[src/pom_pkg.sv]
package pom_pkg;
    // register indices; byte address is four times the index
    localparam logic [7:0] POM_IDX_DATA_SEL = 8'h10;
    localparam logic [7:0] POM_IDX_PAT_LOW  = 8'h14;
    localparam logic [7:0] POM_IDX_PAT_MID  = 8'h15;
    localparam logic [7:0] POM_IDX_PAT_TOP  = 8'h16;
    localparam logic [7:0] POM_IDX_OFST     = 8'h20;
    localparam logic [7:0] POM_IDX_MARGIN   = 8'h30;

    // field widths and positions
    localparam int POM_TOP_W      = 4;
    localparam int POM_RANGE_W    = 3;
    localparam int POM_CODE_W     = 5;
    localparam int POM_MARG_EN_BIT = 5;
    localparam int POM_PAT_W      = 16;

    // reset values
    localparam logic [7:0]           POM_RST_BYTE     = 8'h00;
    localparam logic [POM_TOP_W-1:0] POM_RST_TOP      = 4'h0;
    localparam logic [2:0]           POM_RST_RANGE    = 3'h0;
    localparam logic [4:0]           POM_RST_CODE     = 5'h00;
    localparam logic                 POM_RST_BIT      = 1'b0;

    // axi responses
    localparam logic [1:0] POM_RESP_OKAY   = 2'h0;
    localparam logic [1:0] POM_RESP_SLVERR = 2'h2;

    typedef enum logic [2:0] {
        POM_REF_5V0   = 3'b000,
        POM_REF_4V5   = 3'b001,
        POM_REF_4V096 = 3'b010,
        POM_REF_3V3   = 3'b011,
        POM_REF_3V0   = 3'b100,
        POM_REF_2V5   = 3'b101
    } pom_ref_range_t;
endpackage

[src/pom_cfg_if.sv]
`timescale 1ns/100ps
interface pom_cfg_if;
    import pom_pkg::*;
    logic [POM_PAT_W-1:0]   pattern_word;
    logic                   output_data_select;
    logic [POM_RANGE_W-1:0] offset_calibration_range;
    logic                   margin_enable;
    logic [POM_CODE_W-1:0]  margin_offset_code;

    modport regs (
        output pattern_word,
        output output_data_select,
        output offset_calibration_range,
        output margin_enable,
        output margin_offset_code
    );
    modport dec (
        input pattern_word,
        input output_data_select,
        input offset_calibration_range,
        input margin_enable,
        input margin_offset_code
    );
endinterface

[src/pom_decode.sv]
`timescale 1ns/100ps
module pom_decode
    import pom_pkg::*;
(
    input  wire logic                   clock_i,
    input  wire logic                   rst_i,
    pom_cfg_if.dec                      cfg,
    input  wire logic [POM_PAT_W-1:0]   conv_result_i,
    input  wire logic                   conv_valid_i,
    output logic [POM_PAT_W-1:0]        out_word_o,
    output logic                        out_valid_o,
    output logic [POM_RANGE_W-1:0]      ref_range_o,
    output logic                        margin_enable_o,
    output logic signed [POM_CODE_W-1:0] margin_offset_o
);
    pom_ref_range_t nxt_range;

    // range codes above the table fall back to the 5.0 v setting
    always_comb begin
        unique case (cfg.offset_calibration_range)
            3'b001:  nxt_range = POM_REF_4V5;
            3'b010:  nxt_range = POM_REF_4V096;
            3'b011:  nxt_range = POM_REF_3V3;
            3'b100:  nxt_range = POM_REF_3V0;
            3'b101:  nxt_range = POM_REF_2V5;
            default: nxt_range = POM_REF_5V0;
        endcase
    end

    always_ff @(posedge clock_i or posedge rst_i) begin
        if (rst_i) begin
            ref_range_o <= POM_RST_RANGE;
        end else begin
            ref_range_o <= nxt_range;
        end
    end

    // margin shift is the signed code, zero while disabled
    always_ff @(posedge clock_i or posedge rst_i) begin
        if (rst_i) begin
            margin_enable_o <= POM_RST_BIT;
            margin_offset_o <= POM_RST_CODE;
        end else begin
            margin_enable_o <= cfg.margin_enable;
            margin_offset_o <= cfg.margin_enable ?
                               $signed(cfg.margin_offset_code) : POM_RST_CODE;
        end
    end

    // output word: conversion result or fixed pattern
    always_ff @(posedge clock_i or posedge rst_i) begin
        if (rst_i) begin
            out_word_o  <= '0;
            out_valid_o <= 1'b0;
        end else begin
            out_valid_o <= conv_valid_i;
            if (conv_valid_i) begin
                out_word_o <= cfg.output_data_select ? cfg.pattern_word
                                                     : conv_result_i;
            end
        end
    end
endmodule

[src/pom_regs.sv]
`timescale 1ns/100ps
// Notes on behaviour
// - pattern top four bits stored, read/write
// - pattern register bits 7..4 read zero
// - range codes 0..5 pick 5.0 to 2.5 v
// - range codes 6 and 7 act as 5.0 v
// - offset register bits 7..3 read zero
// - bit 5 enables reference margining
// - five-bit margin code is two's complement
// - margin register bits 7..6 read zero
// - registers at 016h, 020h, 030h reset zero
// - data select swaps result for pattern
module pom_regs
    import pom_pkg::*;
#(
    parameter int ADDR_W = 12
) (
    input  wire logic                    clock_i,
    input  wire logic                    rst_i,
    input  wire logic [ADDR_W-1:0]       s_axi_awaddr,
    input  wire logic                    s_axi_awvalid,
    output logic                         s_axi_awready,
    input  wire logic [31:0]             s_axi_wdata,
    input  wire logic [3:0]              s_axi_wstrb,
    input  wire logic                    s_axi_wvalid,
    output logic                         s_axi_wready,
    output logic [1:0]                   s_axi_bresp,
    output logic                         s_axi_bvalid,
    input  wire logic                    s_axi_bready,
    input  wire logic [ADDR_W-1:0]       s_axi_araddr,
    input  wire logic                    s_axi_arvalid,
    output logic                         s_axi_arready,
    output logic [31:0]                  s_axi_rdata,
    output logic [1:0]                   s_axi_rresp,
    output logic                         s_axi_rvalid,
    input  wire logic                    s_axi_rready,
    input  wire logic [POM_PAT_W-1:0]    conv_result_i,
    input  wire logic                    conv_valid_i,
    output logic [POM_PAT_W-1:0]         out_word_o,
    output logic                         out_valid_o,
    output logic [POM_RANGE_W-1:0]       ref_range_o,
    output logic                         margin_enable_o,
    output logic signed [POM_CODE_W-1:0] margin_offset_o
);
    pom_cfg_if cfg ();

    logic [ADDR_W-1:0]      wr_addr_ff;
    logic [31:0]            wr_data_ff;
    logic [3:0]             wr_strb_ff;
    logic                   aw_ok_ff;
    logic                   w_ok_ff;
    logic                   bvalid_ff;
    logic [1:0]             bresp_ff;
    logic [ADDR_W-1:0]      rd_addr_ff;
    logic                   rvalid_ff;
    logic [31:0]            rdata_ff;
    logic [1:0]             rresp_ff;
    logic                   data_sel_ff;
    logic [7:0]             pat_low_ff;
    logic [7:0]             pat_mid_ff;
    logic [POM_TOP_W-1:0]   pat_top_ff;
    logic [POM_RANGE_W-1:0] range_ff;
    logic                   marg_en_ff;
    logic [POM_CODE_W-1:0]  marg_code_ff;
    logic                   wr_go;
    logic                   wr_hit;
    logic [7:0]             wr_idx;
    logic                   lane0;
    logic [32:0]            rd_look;

    function automatic logic [32:0] rd_lookup(input logic [ADDR_W-1:0] a);
        logic [32:0] r;
        r = {1'b0, 32'h0000_0000};
        if (a[ADDR_W-1:10] == '0 && a[1:0] == 2'b00) begin
            unique case (a[9:2])
                POM_IDX_DATA_SEL: r = {1'b1, 31'h0000_0000, data_sel_ff};
                POM_IDX_PAT_LOW:  r = {1'b1, 24'h00_0000, pat_low_ff};
                POM_IDX_PAT_MID:  r = {1'b1, 24'h00_0000, pat_mid_ff};
                POM_IDX_PAT_TOP:  r = {1'b1, 28'h000_0000, pat_top_ff};
                POM_IDX_OFST:     r = {1'b1, 29'h0000_0000, range_ff};
                POM_IDX_MARGIN:   r = {1'b1, 26'h000_0000, marg_en_ff,
                                       marg_code_ff};
                default:          r = {1'b0, 32'h0000_0000};
            endcase
        end
        return r;
    endfunction

    assign s_axi_awready = !aw_ok_ff && !bvalid_ff;
    assign s_axi_wready  = !w_ok_ff && !bvalid_ff;
    assign s_axi_arready = !rvalid_ff;
    assign s_axi_bvalid  = bvalid_ff;
    assign s_axi_bresp   = bresp_ff;
    assign s_axi_rvalid  = rvalid_ff;
    assign s_axi_rdata   = rdata_ff;
    assign s_axi_rresp   = rresp_ff;

    assign wr_go   = aw_ok_ff && w_ok_ff && !bvalid_ff;
    assign wr_idx  = wr_addr_ff[9:2];
    assign wr_hit  = rd_lookup(wr_addr_ff) >> 32 != 33'h0;
    assign lane0   = wr_go && wr_hit && wr_strb_ff[0];

    // function body reads the registers, so a process keeps it fresh
    always_comb begin
        rd_look = rd_lookup(s_axi_araddr);
    end

    // write address and data captured in either order
    always_ff @(posedge clock_i or posedge rst_i) begin
        if (rst_i) begin
            aw_ok_ff   <= 1'b0;
            wr_addr_ff <= '0;
        end else if (s_axi_awvalid && s_axi_awready) begin
            aw_ok_ff   <= 1'b1;
            wr_addr_ff <= s_axi_awaddr;
        end else if (wr_go) begin
            aw_ok_ff   <= 1'b0;
        end
    end

    always_ff @(posedge clock_i or posedge rst_i) begin
        if (rst_i) begin
            w_ok_ff    <= 1'b0;
            wr_data_ff <= 32'h0000_0000;
            wr_strb_ff <= 4'h0;
        end else if (s_axi_wvalid && s_axi_wready) begin
            w_ok_ff    <= 1'b1;
            wr_data_ff <= s_axi_wdata;
            wr_strb_ff <= s_axi_wstrb;
        end else if (wr_go) begin
            w_ok_ff    <= 1'b0;
        end
    end

    // write response, slverr for unmapped addresses
    always_ff @(posedge clock_i or posedge rst_i) begin
        if (rst_i) begin
            bvalid_ff <= 1'b0;
            bresp_ff  <= POM_RESP_OKAY;
        end else if (wr_go) begin
            bvalid_ff <= 1'b1;
            bresp_ff  <= wr_hit ? POM_RESP_OKAY : POM_RESP_SLVERR;
        end else if (s_axi_bready) begin
            bvalid_ff <= 1'b0;
        end
    end

    // read channel
    always_ff @(posedge clock_i or posedge rst_i) begin
        if (rst_i) begin
            rvalid_ff  <= 1'b0;
            rdata_ff   <= 32'h0000_0000;
            rresp_ff   <= POM_RESP_OKAY;
            rd_addr_ff <= '0;
        end else if (s_axi_arvalid && s_axi_arready) begin
            rvalid_ff  <= 1'b1;
            rdata_ff   <= rd_look[31:0];
            rresp_ff   <= rd_look[32] ? POM_RESP_OKAY : POM_RESP_SLVERR;
            rd_addr_ff <= s_axi_araddr;
        end else if (s_axi_rready) begin
            rvalid_ff  <= 1'b0;
        end
    end

    // pattern registers; only the low nibble of the top one is writable
    always_ff @(posedge clock_i or posedge rst_i) begin
        if (rst_i) begin
            pat_low_ff <= POM_RST_BYTE;
            pat_mid_ff <= POM_RST_BYTE;
            pat_top_ff <= POM_RST_TOP;
        end else if (lane0) begin
            if (wr_idx == POM_IDX_PAT_LOW) begin
                pat_low_ff <= wr_data_ff[7:0];
            end
            if (wr_idx == POM_IDX_PAT_MID) begin
                pat_mid_ff <= wr_data_ff[7:0];
            end
            if (wr_idx == POM_IDX_PAT_TOP) begin
                pat_top_ff <= wr_data_ff[POM_TOP_W-1:0];
            end
        end
    end

    always_ff @(posedge clock_i or posedge rst_i) begin
        if (rst_i) begin
            data_sel_ff <= POM_RST_BIT;
        end else if (lane0 && wr_idx == POM_IDX_DATA_SEL) begin
            data_sel_ff <= wr_data_ff[0];
        end
    end

    always_ff @(posedge clock_i or posedge rst_i) begin
        if (rst_i) begin
            range_ff <= POM_RST_RANGE;
        end else if (lane0 && wr_idx == POM_IDX_OFST) begin
            range_ff <= wr_data_ff[POM_RANGE_W-1:0];
        end
    end

    always_ff @(posedge clock_i or posedge rst_i) begin
        if (rst_i) begin
            marg_en_ff   <= POM_RST_BIT;
            marg_code_ff <= POM_RST_CODE;
        end else if (lane0 && wr_idx == POM_IDX_MARGIN) begin
            marg_en_ff   <= wr_data_ff[POM_MARG_EN_BIT];
            marg_code_ff <= wr_data_ff[POM_CODE_W-1:0];
        end
    end

    // top nibble on bits 15..12, low byte on 7..0, mid low nibble between
    assign cfg.pattern_word             = {pat_top_ff, pat_mid_ff[3:0], pat_low_ff};
    assign cfg.output_data_select       = data_sel_ff;
    assign cfg.offset_calibration_range = range_ff;
    assign cfg.margin_enable            = marg_en_ff;
    assign cfg.margin_offset_code       = marg_code_ff;

    pom_decode u_decode (
        .clock_i         (clock_i),
        .rst_i           (rst_i),
        .cfg             (cfg.dec),
        .conv_result_i   (conv_result_i),
        .conv_valid_i    (conv_valid_i),
        .out_word_o      (out_word_o),
        .out_valid_o     (out_valid_o),
        .ref_range_o     (ref_range_o),
        .margin_enable_o (margin_enable_o),
        .margin_offset_o (margin_offset_o)
    );
endmodule
[config.mk]
export PLATFORM = sky130hd
export DESIGN_NAME = pom_regs
export DESIGN_NICKNAME = d
export VERILOG_FILES = /design/src/pom_pkg.sv /design/src/pom_cfg_if.sv /design/src/pom_decode.sv /design/src/pom_regs.sv
export SDC_FILE = /design/constraint.sdc
export NUM_CORES = 1
export LEC_CHECK = 0
export ABC_AREA = 1
export BUFFER_PORTS_ARGS = -buffer_cell sky130_fd_sc_hd__buf_2
export CAP_MARGIN = 5
export CELL_PAD_IN_SITES_DETAIL_PLACEMENT = 2
export CELL_PAD_IN_SITES_GLOBAL_PLACEMENT = 2
export CORE_UTILIZATION = 29
export CTS_CLUSTER_DIAMETER = 50
export DETAILED_ROUTE_END_ITERATION = 8
export GPL_TIMING_DRIVEN = 0
export PLACE_DENSITY_LB_ADDON = 0.2
export SYNTH_ARGS = -nofsm -noshare
export SYNTH_HDL_FRONTEND = slang
export SYNTH_HIERARCHICAL = 1
export SYNTH_SLANG_ARGS = --single-unit
[constraint.sdc]
create_clock -name clock_i -period 2.3 [get_ports clock_i]
set_input_delay 0.115 -clock clock_i [delete_from_list [all_inputs] [get_ports clock_i]]
set_output_delay 0.115 -clock clock_i [all_outputs]
set_load 0.01 [all_outputs]
==> results_dict.tcl <==
set metrics [dict create \
    io_pins 151 \
    diodes 0 \
    die_h_um 126 \
    critPathLaunchType "flop" \
    power_leakage_uw 0.00307 \
    fin_area_um2 5670 \
    grt_usage_pct 17.2 \
    grt_pass1_wl_um 21000 \
    final_util_pct 38.4 \
    slowest_stage "dfrtp_1" \
    num_vias 3820 \
    status "finished clean" \
    clkLatencyLatePin_ps 350 \
    syn_inst 520 \
    avgRoutedWirePerCell_um 14.7 \
    fill_cells 1679 \
    first_pass_iters 4 \
    rrSetupSlack_ps 510 \
    cts-buffers-inserted 9 \
    end_kind "flop" \
    post_cts_resized 0 \
    yosysWarnings 6 \
    drtIter0Drc 127 \
    fmax_mhz 558 \
    synth-seq-area-share_pct 51.3 \
    vias_per_cell 4.49 \
    crit_arrival_ps 2030 \
    die_area_um2 15800 \
    antenna_found_initial 0 \
    finalClockSkew_ps 6.29 \
    drive_gt1_share_pct 30.3 \
    fp.dieW_um 126 \
    drt_wl_total_um 12500 \
    layout_common_cells "159 x nand2_1, 98 x buf_2, 91 x dfrtp_1, 64 x inv_1, 40 x nor2_1" \
    async_reset_ff_share_pct 100 \
    start_util_pct 30.1 \
    slew_headroom_pct 25.9 \
    dp_hpwl_um 9470 \
    gr-total-overflow 0 \
    coreArea_um2 14800 \
    rows 44 \
    cp_data_required_time_ps 2530 \
    grt_pass1_vias 4163 \
    timing.final.hold_violations 0 \
    post_cts_buffers 0 \
    ant_nets 0 \
    drcViolationCount 0 \
    slew_viol_final 0 \
    clkTransAtPathRegs_ps 70 \
    finalWeightedCongestion 0.736 \
    nets 748 \
    drv_cap 0 \
    synth-seq-cells 91 \
    max_stage_delay_ps 430 \
    crit_type "reg2reg" \
    clk_path_buf_depth 2 \
    synth-edff-count 0 \
    syn-cell-area_um2 4440 \
    final_common_cell "nand2_1" \
    worstHoldPathType "in2reg" \
    cts_tree "done" \
    area_growth_syn_to_layout_pct 27.7 \
    yosys_most_used_dff "dfrtp_1" \
    worstPathCellList "nor2_2, nand2_2, nor2_2, nor2_1, nand3_4, nand4_4, buf_6, nand2_2, o21ai_2" \
    tightest_slew_ps 1110 \
    cts_root_buf "clkbuf_16" \
    cts_sinks 91 \
    fin_crit_ps 1790 \
    power_density_nw_per_um2 799 \
    htree_levels 3 \
    ir_drop_mv 0.422 \
    yosysUniqueCellTypes 31 \
    grt_max_degree 66 \
    finalSetupViolCount 0 \
    crit_fanout 10 \
    ctsHoldBuffers 10 \
    rsz0062_at_grt "no" \
    period_share_pct 78.0 \
    holdWs_ps 7.31 \
    place_area_um2 5250 \
    portBuffers 97 \
    synth_area_per_cell_um2 8.53 \
]
[registers in the layout, indices dropped and copies added, names as in the netlist, 3 cells and up]
signal,cells
cfg.margin_offset_code,5
cfg.offset_calibration_range,3
pat_low_ff,8
pat_mid_ff,8
pat_top_ff,4
s_axi_rdata,8
u_decode/margin_offset_o,5
u_decode/out_word_o,16
u_decode/ref_range_o,3
wr_addr_ff,12
wr_data_ff,8
[cell usage after synthesis, types with 8 or more instances]
cell	number	area [um^2]
a21oi_1	16	80.1
buf_4	28	210
dfrtp_1	91	2280
inv_1	65	244
mux2_2	8	90.1
nand2_1	159	597
nand3_1	27	135
nor2_1	40	150
nor2_2	8	50.1
o21ai_1	14	70.1
o21ai_2	18	158
[metrics by stage]
| stage | TNS (ps) | total power, uW | worst slack, ps | cells |
|---|---|---|---|---|
| after global placement | -22740 | 2920 | -354 | 826 |
| after CTS | 0 | 4610 | 493 | 850 |
| after floorplan | 0 | 2650 | 559 | 545 |
| after global routing | 0 | 4800 | 385 | 851 |
| final | 0 | 4520 | 507 | 851 |
| after detailed placement | 0 | 3000 | 508 | 826 |
[layout make-up]
class	instances	area [um^2]	area share (%)
inverters	71	272	4.79
clock buffers	9	225	3.98
repair buffers	108	596	10.5
flip-flops and latches	91	2280	40.2
clock inverters	5	80.1	1.41
well taps	184	230	4.06
plain buffers	37	290	5.12
multi-input cells	346	1700	29.9
[metal layers]
metal | part of all wire (%) | vias to the layer above | GRT usage [%] | routed length [um]
met3 | 3.2 | 15 | 2.42 | 400
met5 | 0 | - | 0 | 0
met4 | 1.5 | 0 | 6.46 | 182
li1 | - | 1856 | - | -
met2 | 50 | 82 | 29.9 | 6290
met1 | 45 | 1867 | 21.5 | 5650
[cell families after synthesis]
| group | share of synthesized area [%] |
|---|---|
| compound gates | 8.12 |
| buf+inv | 12.6 |
| flops | 51.3 |
| mux | 2.03 |
| other cells | 0.0845 |
| simple gates | 25.9 |
[worst max-delay path: cells and delay by family, from the launching register on]
kind,cells,cell delay (ps)
compound gates,1,50
flops,1,430
simple gates,7,950
buf+inv,1,240
[worst paths after layout]
check	from	endpoint	depth (start not counted)
setup / recovery	wr_addr_ff[2]	pat_low_ff[3]	9
setup reg to reg	wr_addr_ff[2]	pat_low_ff[3]	9
max in group asynchronous	rst_i	u_decode/out_word_o[10]	3
min in group asynchronous	rst_i	s_axi_rdata[6]	3
hold reg to reg	u_decode/out_word_o[7]	u_decode/out_word_o[7]	2
hold / removal	s_axi_awaddr[0]	wr_addr_ff[0]	2
[where the power goes]
group / leakage, uW / internal [uW] / switching [uW]
Combinational: 0.00176 / 342 / 610
Sequential: 0.00116 / 1830 / 172
Clock: 0.000143 / 938 / 628
Power figures use the tool's default switching activity.
